$ cat config.mk
export PLATFORM = sky130hd
export DESIGN_NAME = cpust_core_state
export DESIGN_NICKNAME = d
export VERILOG_FILES = /design/src/rtl/cpust_core_state.v /design/src/rtl/cpust_gpr_mem.v
export VERILOG_INCLUDE_DIRS = /design/src /design/src/shared
export SDC_FILE = /design/constraint.sdc
export NUM_CORES = 2
export LEC_CHECK = 0
export ABC_AREA = 1
export BUFFER_PORTS_ARGS = -buffer_cell sky130_fd_sc_hd__buf_2
export CORE_UTILIZATION = 40
export CTS_CLUSTER_DIAMETER = 50
export DETAILED_ROUTE_END_ITERATION = 12
export GPL_TIMING_DRIVEN = 0
export PLACE_DENSITY_LB_ADDON = 0.12
export SYNTH_ARGS = -nofsm -noshare
export SYNTH_HDL_FRONTEND = slang
export SYNTH_SLANG_ARGS = --single-unit
export TNS_END_PERCENT = 30
$ cat constraint.sdc
create_clock -name sys_clk -period 12 [get_ports sys_clk]
set_clock_uncertainty 0.15 [all_clocks]
set_input_delay 0.6 -clock sys_clk [delete_from_list [all_inputs] [get_ports sys_clk]]
set_output_delay 0.6 -clock sys_clk [all_outputs]
set_load 0.1 [all_outputs]
$ cat src/shared/cpust_defines.vh
// Offsets, field positions, reset values and codes of the CPU state register file.
`ifndef CPUST_DEFINES_VH
`define CPUST_DEFINES_VH

// ==========================================================================
// Register offsets on the plain register port.
// ==========================================================================
`define CPUST_ADDR_W           5
`define CPUST_OFS_PC           5'h00
`define CPUST_OFS_PSW          5'h01
`define CPUST_OFS_TBASE        5'h02
`define CPUST_OFS_RET          5'h03
`define CPUST_OFS_SSP          5'h04
`define CPUST_OFS_USP          5'h05
`define CPUST_OFS_PRODH        5'h06
`define CPUST_OFS_PRODL        5'h07
`define CPUST_OFS_BUSMODE      5'h08
`define CPUST_OFS_STATUS       5'h09
`define CPUST_OFS_ALU          5'h0a
`define CPUST_OFS_GPR_BASE     5'h10

// ==========================================================================
// Program status word field positions.
// ==========================================================================
`define CPUST_PSW_C            0
`define CPUST_PSW_V            1
`define CPUST_PSW_Z            2
`define CPUST_PSW_N            3
`define CPUST_PSW_I            4
`define CPUST_PSW_S            5
`define CPUST_PSW_T            8
`define CPUST_PSW_ILM_LO       16
`define CPUST_PSW_ILM_HI       20
`define CPUST_PSW_CCR_MASK     32'h0000003f
`define CPUST_PSW_SCR_MASK     32'h00000100
`define CPUST_PSW_ILM_MASK     32'h001f0000
`define CPUST_PSW_WR_MASK      32'h001f013f

// ==========================================================================
// Reset values.
// ==========================================================================
`define CPUST_RST_PC           32'h00000000
`define CPUST_RST_PSW          32'h001f0000
`define CPUST_RST_TBASE        32'h000ffc00
`define CPUST_RST_SP           32'h00000000
`define CPUST_RST_WORD         32'h00000000
`define CPUST_RST_BUSMODE      2'h0

// ==========================================================================
// Mode codes.
// ==========================================================================
`define CPUST_STRAP_EXT8       3'h0
`define CPUST_STRAP_EXT16      3'h1
`define CPUST_STRAP_INHIB      3'h2
`define CPUST_STRAP_INT        3'h3
`define CPUST_BUS_SINGLE       2'h0
`define CPUST_BUS_INTROM_EXT   2'h1
`define CPUST_BUS_EXTROM_EXT   2'h2
`define CPUST_BUS_INHIB        2'h3

// ALU operation codes used to update the condition flags.
`define CPUST_OP_ADD           2'h0
`define CPUST_OP_SUB           2'h1
`define CPUST_OP_LOGIC         2'h2

`endif

$ cat src/rtl/cpust_core_state.v
// CPU core state register file: dedicated registers, flags, mask and mode decode.
//
// Contract
// - Program counter is 32 bits and holds the next instruction address.
// - A 32-bit program status word stores condition codes and status.
// - Status word holds condition flags, system flags and interrupt level mask.
// - Vector table base register holds the exception table start address.
// - Return address register holds the resume address after a subroutine.
// - Separate system and user stack pointers; stack flag picks R15 view.
// - Multiply/divide results live in high and low 32-bit registers.
// - User interrupt enable flag gates acceptance of interrupt requests.
// - Negative flag follows the result sign bit.
// - Zero flag is set exactly when the result is zero.
// - Overflow flag shows signed two's-complement overflow.
// - Carry flag shows carry out of or borrow into the top bit.
// - Trace flag enables the step trace trap.
// - Level mask is five bits, levels 0 to 31, zero is highest.
// - Request accepted only when its level is numerically below the mask.
// - Sixteen general registers; R13 accumulator, R14 frame, R15 stack.
// - After reset R0 to R14 undefined, R15 reads zero.
// - Strap pins decode external 8/16-bit, inhibited, internal, unused.
// - Bus select bits decode single-chip, internal ROM, external ROM, inhibited.
// - External area only reachable in internal-ROM external-bus mode.
`timescale 1ns/100ps
`default_nettype none
`include "cpust_defines.vh"

module cpust_core_state
(
  input  wire        sys_clk,
  input  wire        rst,
  input  wire [4:0]  reg_addr,
  input  wire [31:0] reg_wdata,
  input  wire        reg_wr,
  input  wire        reg_rd,
  output wire [31:0] reg_rdata,
  input  wire        pc_load,
  input  wire [31:0] pc_next,
  input  wire        alu_valid,
  input  wire [1:0]  alu_op,
  input  wire [31:0] alu_a,
  input  wire [31:0] alu_b,
  input  wire        md_valid,
  input  wire [31:0] md_high,
  input  wire [31:0] md_low,
  input  wire        irq_req,
  input  wire [4:0]  irq_level,
  input  wire        mode_strap_pin_0,
  input  wire        mode_strap_pin_1,
  input  wire        mode_strap_pin_2,
  input  wire        ext_access_req,
  output reg  [31:0] program_counter,
  output wire [31:0] program_status_word,
  output reg  [31:0] vector_table_base,
  output reg  [31:0] return_address_holder,
  output reg  [31:0] stack_pointer_view,
  output reg  [31:0] product_high_word,
  output reg  [31:0] product_low_word,
  output wire        irq_accept,
  output wire        trace_enable,
  output wire        reset_vector_internal,
  output wire        ext_bus_16bit,
  output wire        strap_mode_invalid,
  output wire [1:0]  bus_mode_sel,
  output wire        bus_mode_invalid,
  output wire        ext_access_grant
);

  // ==========================================================================
  // Declarations
  // ==========================================================================
  reg  [31:0] system_stack_pointer;
  reg  [31:0] user_stack_pointer;
  reg  [5:0]  condition_flags_field;
  reg         system_flags_field;
  reg  [4:0]  interrupt_level_mask;
  reg  [1:0]  bus_mode_register;
  reg  [2:0]  strap_latched;
  reg         rd_pending;
  reg  [4:0]  rd_addr_q;
  reg  [31:0] next_rdata;
  reg  [31:0] rdata_q;
  reg  [3:0]  next_flags;
  reg  [32:0] alu_wide;
  reg  [31:0] alu_res;
  reg  [31:0] alu_result;
  wire [31:0] gpr_rdata;
  wire        wr_gpr;
  wire        wr_r15;
  wire        stack_sel;

  wire bus_mode_select_high = bus_mode_register[1];
  wire bus_mode_select_low  = bus_mode_register[0];

  // ==========================================================================
  // Status word assembly
  // ==========================================================================
  // Condition flags in the low byte, trace flag above, level mask at bit 16.
  assign program_status_word = {11'h000, interrupt_level_mask, 7'h00,
                                system_flags_field, 2'h0,
                                condition_flags_field};
  assign stack_sel = condition_flags_field[`CPUST_PSW_S];
  assign trace_enable = system_flags_field;

  // ==========================================================================
  // Interrupt acceptance
  // ==========================================================================
  // Numerically lower level is higher priority; equal level is refused.
  assign irq_accept = irq_req & condition_flags_field[`CPUST_PSW_I] &
                      (irq_level < interrupt_level_mask);

  // ==========================================================================
  // Strap pins: synchronise, then capture only while reset is applied
  // ==========================================================================
  // These flops have no reset: they must follow the pins while rst is high,
  // and the latch then freezes the mode from release on.
  reg [2:0] strap_raw_q;
  reg [2:0] strap_raw_q2;
  always @(posedge sys_clk)
  begin
    strap_raw_q  <= {mode_strap_pin_2, mode_strap_pin_1, mode_strap_pin_0};
    strap_raw_q2 <= strap_raw_q;
    if (rst)
    begin
      strap_latched <= strap_raw_q2;
    end
  end

  // Decode the frozen strap pattern.
  assign reset_vector_internal = (strap_latched == `CPUST_STRAP_INT);
  assign ext_bus_16bit         = (strap_latched == `CPUST_STRAP_EXT16);
  assign strap_mode_invalid    = (strap_latched == `CPUST_STRAP_INHIB) |
                                 strap_latched[2];

  // ==========================================================================
  // Bus mode decode
  // ==========================================================================
  assign bus_mode_sel     = {bus_mode_select_high, bus_mode_select_low};
  assign bus_mode_invalid = (bus_mode_sel == `CPUST_BUS_INHIB);
  // External area is closed until software picks internal ROM with external bus.
  assign ext_access_grant = ext_access_req &
                            (bus_mode_sel == `CPUST_BUS_INTROM_EXT);

  // ==========================================================================
  // Condition flag computation
  // ==========================================================================
  always @*
  begin
    alu_wide   = 33'h000000000;
    alu_res    = 32'h00000000;
    next_flags = condition_flags_field[3:0];
    case (alu_op)
      `CPUST_OP_ADD:
      begin
        alu_wide = {1'b0, alu_a} + {1'b0, alu_b};
        alu_res  = alu_wide[31:0];
        next_flags[`CPUST_PSW_V] = (alu_a[31] == alu_b[31]) &
                                   (alu_res[31] != alu_a[31]);
        next_flags[`CPUST_PSW_C] = alu_wide[32];
      end
      `CPUST_OP_SUB:
      begin
        alu_wide = {1'b0, alu_a} - {1'b0, alu_b};
        alu_res  = alu_wide[31:0];
        next_flags[`CPUST_PSW_V] = (alu_a[31] != alu_b[31]) &
                                   (alu_res[31] != alu_a[31]);
        next_flags[`CPUST_PSW_C] = alu_wide[32];
      end
      default:
      begin
        alu_res = alu_a;
      end
    endcase
    next_flags[`CPUST_PSW_N] = alu_res[31];
    next_flags[`CPUST_PSW_Z] = (alu_res == 32'h00000000);
  end

  // ==========================================================================
  // Dedicated registers
  // ==========================================================================
  // Hardware updates (fetch, ALU, multiplier) win over a software write in the
  // same cycle, so no event is lost.
  always @(posedge sys_clk or posedge rst)
  begin
    if (rst)
    begin
      program_counter       <= `CPUST_RST_PC;
      condition_flags_field <= 6'h00;
      system_flags_field    <= 1'b0;
      interrupt_level_mask  <= 5'h1f;
      vector_table_base     <= `CPUST_RST_TBASE;
      return_address_holder <= `CPUST_RST_WORD;
      system_stack_pointer  <= `CPUST_RST_SP;
      user_stack_pointer    <= `CPUST_RST_SP;
      product_high_word     <= `CPUST_RST_WORD;
      product_low_word      <= `CPUST_RST_WORD;
      bus_mode_register     <= `CPUST_RST_BUSMODE;
      alu_result            <= `CPUST_RST_WORD;
    end
    else
    begin
      if (reg_wr)
      begin
        if (reg_addr == `CPUST_OFS_PC)
        begin
          program_counter <= reg_wdata;
        end
        else if (reg_addr == `CPUST_OFS_PSW)
        begin
          condition_flags_field <= reg_wdata[5:0];
          system_flags_field    <= reg_wdata[`CPUST_PSW_T];
          interrupt_level_mask  <= reg_wdata[`CPUST_PSW_ILM_HI:`CPUST_PSW_ILM_LO];
        end
        else if (reg_addr == `CPUST_OFS_TBASE)
        begin
          vector_table_base <= reg_wdata;
        end
        else if (reg_addr == `CPUST_OFS_RET)
        begin
          return_address_holder <= reg_wdata;
        end
        else if (reg_addr == `CPUST_OFS_SSP)
        begin
          system_stack_pointer <= reg_wdata;
        end
        else if (reg_addr == `CPUST_OFS_USP)
        begin
          user_stack_pointer <= reg_wdata;
        end
        else if (reg_addr == `CPUST_OFS_PRODH)
        begin
          product_high_word <= reg_wdata;
        end
        else if (reg_addr == `CPUST_OFS_PRODL)
        begin
          product_low_word <= reg_wdata;
        end
        else if (reg_addr == `CPUST_OFS_BUSMODE)
        begin
          bus_mode_register <= reg_wdata[1:0];
        end
        else if (wr_r15)
        begin
          // R15 writes land in whichever stack pointer is selected.
          if (stack_sel)
          begin
            user_stack_pointer <= reg_wdata;
          end
          else
          begin
            system_stack_pointer <= reg_wdata;
          end
        end
      end
      if (pc_load)
      begin
        program_counter <= pc_next;
      end
      if (alu_valid)
      begin
        condition_flags_field[3:0] <= next_flags;
        alu_result <= alu_res;
      end
      if (md_valid)
      begin
        product_high_word <= md_high;
        product_low_word  <= md_low;
      end
    end
  end

  // ==========================================================================
  // General registers R0 to R14
  // ==========================================================================
  assign wr_gpr = reg_wr & (reg_addr[4] == 1'b1) & (reg_addr[3:0] != 4'hf);
  assign wr_r15 = (reg_addr == (`CPUST_OFS_GPR_BASE | 5'h0f));

  // R13 works as accumulator and R14 as frame_base_pointer by software convention.
  cpust_gpr_mem u_gpr
  (
    .sys_clk (sys_clk),
    .wr_en   (wr_gpr),
    .wr_addr (reg_addr[3:0]),
    .wr_data (reg_wdata),
    .rd_addr (reg_addr[3:0]),
    .rd_data (gpr_rdata)
  );

  // Selected stack pointer presented as R15; both are zero after reset.
  always @(posedge sys_clk or posedge rst)
  begin
    if (rst)
    begin
      stack_pointer_view <= `CPUST_RST_SP;
    end
    else
    begin
      stack_pointer_view <= stack_sel ? user_stack_pointer
                                      : system_stack_pointer;
    end
  end

  // ==========================================================================
  // Register read port
  // ==========================================================================
  // Address captured with the strobe; data is assembled in the strobe cycle and registered, so the
  // memory's registered output lines up with the dedicated registers.
  always @(posedge sys_clk or posedge rst)
  begin
    if (rst)
    begin
      rd_pending <= 1'b0;
      rd_addr_q  <= 5'h00;
      rdata_q    <= 32'h00000000;
    end
    else
    begin
      rd_pending <= reg_rd;
      if (reg_rd)
      begin
        rd_addr_q <= reg_addr;
      end
      rdata_q <= next_rdata;
    end
  end

  // Read data is formed from the strobe cycle's address, registered for the next.
  always @*
  begin
    next_rdata = 32'h00000000;
    if (!reg_rd)
    begin
      next_rdata = 32'h00000000;
    end
    else if (reg_addr == `CPUST_OFS_PC)
    begin
      next_rdata = program_counter;
    end
    else if (reg_addr == `CPUST_OFS_PSW)
    begin
      next_rdata = program_status_word;
    end
    else if (reg_addr == `CPUST_OFS_TBASE)
    begin
      next_rdata = vector_table_base;
    end
    else if (reg_addr == `CPUST_OFS_RET)
    begin
      next_rdata = return_address_holder;
    end
    else if (reg_addr == `CPUST_OFS_SSP)
    begin
      next_rdata = system_stack_pointer;
    end
    else if (reg_addr == `CPUST_OFS_USP)
    begin
      next_rdata = user_stack_pointer;
    end
    else if (reg_addr == `CPUST_OFS_PRODH)
    begin
      next_rdata = product_high_word;
    end
    else if (reg_addr == `CPUST_OFS_PRODL)
    begin
      next_rdata = product_low_word;
    end
    else if (reg_addr == `CPUST_OFS_BUSMODE)
    begin
      next_rdata = {30'h00000000, bus_mode_register};
    end
    else if (reg_addr == `CPUST_OFS_STATUS)
    begin
      next_rdata = {26'h0000000, strap_mode_invalid, bus_mode_invalid,
                    strap_latched, 1'b0};
    end
    else if (reg_addr == `CPUST_OFS_ALU)
    begin
      next_rdata = alu_result;
    end
    else if (wr_r15)
    begin
      next_rdata = stack_sel ? user_stack_pointer : system_stack_pointer;
    end
  end

  // General register reads: the memory output is valid the cycle after the
  // strobe, so it replaces the registered word for R0 to R14.
  wire gpr_rd_hit = rd_pending & rd_addr_q[4] & (rd_addr_q[3:0] != 4'hf);
  assign reg_rdata = gpr_rd_hit ? gpr_rdata : rdata_q;

endmodule

`default_nettype wire

$ cat src/rtl/cpust_gpr_mem.v
// Sixteen-word general register memory with registered read data.
`timescale 1ns/100ps
`default_nettype none

module cpust_gpr_mem
(
  input  wire        sys_clk,
  input  wire        wr_en,
  input  wire [3:0]  wr_addr,
  input  wire [31:0] wr_data,
  input  wire [3:0]  rd_addr,
  output reg  [31:0] rd_data
);

  reg [31:0] mem [0:15];

  // ==========================================================================
  // Storage
  // ==========================================================================
  // No reset: the general registers come up undefined, and only the stack
  // pointer slot is overlaid with a defined value by the owner.
  always @(posedge sys_clk)
  begin
    if (wr_en)
    begin
      mem[wr_addr] <= wr_data;
    end
    rd_data <= mem[rd_addr];
  end

endmodule

`default_nettype wire

==> impl_metrics.tcl <==
set metrics [dict create \
    crit_type "reg2reg" \
    fin_util 0.490 \
    setup_tns_ps 0 \
    critPathTopFamily "compound AO/OA/AOI/OAI gates" \
    async_reset_ff_frac 0.381 \
    max_stage_delay_ps 760 \
    ir_drop_mv 0.146 \
    ys_seq_elements 893 \
    vias 36700 \
    drt-total-wl_microns 184000 \
    cp_max_fo 10 \
    status "finished with violations" \
    design_area_sq_um 50000 \
    violations "capacitance limit, slew limit" \
    fmax_ghz 0.222 \
    clk-insertion-delay-late_ps 700 \
    tightest_slew_ps 1500 \
    yosys_warnings 0 \
    synthFlopType "edfxtp_1" \
    cts.repair.resized 0 \
    numCtsBuffers 106 \
    drive_above_1_share 0.163 \
    drc 0 \
    synth_cells 4309 \
    pre_cts_slack_ps 7530 \
    cts_tree "built" \
    drv_slew 3 \
    die_area_sq_um 105000 \
    area_delta_synth_final_pct 21.0 \
    crit_top_cell "o21ai_0" \
    rows 117 \
    grt_pass1_vias 33800 \
    netlist_area_sq_um 41300 \
    grt_pass1_wl_microns 253000 \
    end_kind "register" \
    ios 481 \
    synthXorXnorAreaFrac 0.000424 \
    crit_buf_inv 2 \
    synth-compound-area-share 0.128 \
    slew_headroom -0.0113 \
    avgSynthCellArea_sq_um 9.59 \
    critPathSlowestCell "buf_1" \
    min-delay-start "md_high[3]" \
    cts.clk_slew.worst_paths_ps 60 \
    drtIter0Drc 4563 \
    setup_viol 0 \
    fin_crit_sh 0.375 \
    antenna_found_initial 12 \
    clk_path_buf_depth 3 \
    cp.arrival_ps 4940 \
    cts.sinks 893 \
    synth-edff-count 515 \
    p_leak_nw 21.3 \
    drt-vias-per-instance 5.70 \
    hpwl_microns 141000 \
    setup_slack_ps 7500 \
    place_area_sq_um 46100 \
    power_mw 9.17 \
    clockRootBuffer "clkbuf_16" \
    grt_usage 0.346 \
    hold_violations 0 \
    cp_cell_sequence "buf_2 -> buf_1 -> nor2_1 -> a21oi_1 -> nand2_1 -> o21ai_0 -> o21ai_1 -> nand2_1 -> o21ai_0 -> o2111ai_1 -> o21ai_0 -> a21oi_1" \
    synth_mux_area_frac 0.00954 \
    layout.nets 5268 \
    nFillCells 9788 \
    htree_levels 3 \
    hold_path_class "in2reg" \
    cp_data_required_time_ps 12440 \
    core_area_sq_um 102000 \
    crit_path_start_kind "register" \
    maxCapViolCount 1 \
    ys_seq_area_frac 0.599 \
    rsz0062_at_grt "no" \
    gp_congestion 1.02 \
    port_buffers 455 \
    startpoint "condition_flags_field[5]" \
    synth_top_family_by_area "simple AND/OR/NAND/NOR gates" \
    synth-simple-area-share 0.177 \
    die_x_microns 323 \
    die_h_microns 323 \
    grt_max_degree 114 \
    final_common_cell "nand2_1" \
    overflow 0 \
    period_needed_ps 4500 \
    dr.pass1.iters 6 \
    postRouteAntennaNets 0 \
    wl_per_cell_microns 28.5 \
    synth.distinct_cells 48 \
    initial_core_util 0.405 \
    r2r-start "condition_flags_field[5]" \
    final_cell_mix "nand2_1, edfxtp_1, buf_2, inv_1, dfrtp_1" \
    yosys.area_share.adder 0.0219 \
    powerDensity_nw_per_um2 183 \
]
[layer usage]
metal,part of all wire,track usage
met5,0.00050,0
met4,0.042,0.136
met3,0.11,0.0945
met2,0.45,0.531
met1,0.40,0.463
[Yosys cell counts, types with 18 or more instances]
cell type / count / share of area
dfxtp_1: 38 / 0.018
nand2_1: 1053 / 0.096
ha_1: 69 / 0.021
dfrtp_1: 325 / 0.20
nand4_1: 39 / 0.0059
buf_1: 18 / 0.0016
o22ai_1: 55 / 0.0083
a31oi_1: 203 / 0.031
or4_1: 32 / 0.0058
buf_4: 22 / 0.0040
buf_2: 57 / 0.0069
mux2_2: 35 / 0.0095
clkbuf_1: 159 / 0.014
inv_1: 397 / 0.036
o21ai_0: 290 / 0.035
edfxtp_1: 515 / 0.37
nand3_1: 300 / 0.036
nor2_1: 286 / 0.026
nor3_1: 20 / 0.0024
a22oi_1: 128 / 0.023
a21oi_1: 130 / 0.016
[stage by stage]
step           cells  hold slack (ps)
4_1_cts         6442            0.769
3_5_place_dp    6216              165
5_1_grt         6442             18.6
2_1_floorplan   4360              160
6_report        6446             23.7
3_3_place_gp    6183              163
[path summary, 6_finish.rpt]
path,slack [ps],endpoint,cells past startpoint
setup / recovery,7500,rdata_q[14],12
hold reg to reg,180,strap_raw_q2[2],0
setup reg to reg,7500,rdata_q[14],12
min in group asynchronous,350,product_low_word[0],3
max in group asynchronous,9970,stack_pointer_view[14],5
hold / removal,20,product_high_word[3],3
[final cells by class]
type	instances	area, sq um	share of cell area
Inverter	407	1540	0.0307
Sequential cell	893	24800	0.495
Multi-Input combinational cell	2804	14200	0.284
Clock inverter	44	485	0.00971
Antenna cell	4	10.0	0.000200
Timing Repair Buffer	513	3080	0.0616
Buffer	256	1110	0.0223
Clock buffer	157	3090	0.0619
Tap cell	1368	1710	0.0342
[worst min-delay path, delay by kind of cell]
family                 cells  cell delay [ps]
AO/OA/AOI/OAI              1               80
AND/OR/NAND/NOR            1               70
buffers and inverters      1              100
[repair_timing]
action	CTS	global route
hold buffers	25	0
buffers inserted	0	0
hold endpoints to repair	56	0
[state kept, by name (all words and copies together), names as in the netlist, 32 cells and up]
name / cells
u_gpr.mem: 512
product_low_word: 32
stack_pointer_view: 32
rdata_q: 32
alu_result: 32
u_gpr.rd_data: 32
product_high_word: 32
return_address_holder: 32
system_stack_pointer: 32
user_stack_pointer: 32
vector_table_base: 32
program_counter: 32
[report_power, final]
part / switching, mW / total, mW / internal, mW
Combinational: 1.82 / 2.18 / 0.367
Clock: 1.35 / 3.28 / 1.93
Sequential: 0.213 / 3.70 / 3.49
[kinds of logic after synthesis]
family | after synthesis
mux | 35
flops | 893
compound gates | 884
buf+inv | 663
other cells | 1
simple gates | 1760
xor+xnor | 2
fa+ha+maj | 71
Power figures use the tool's default switching activity.
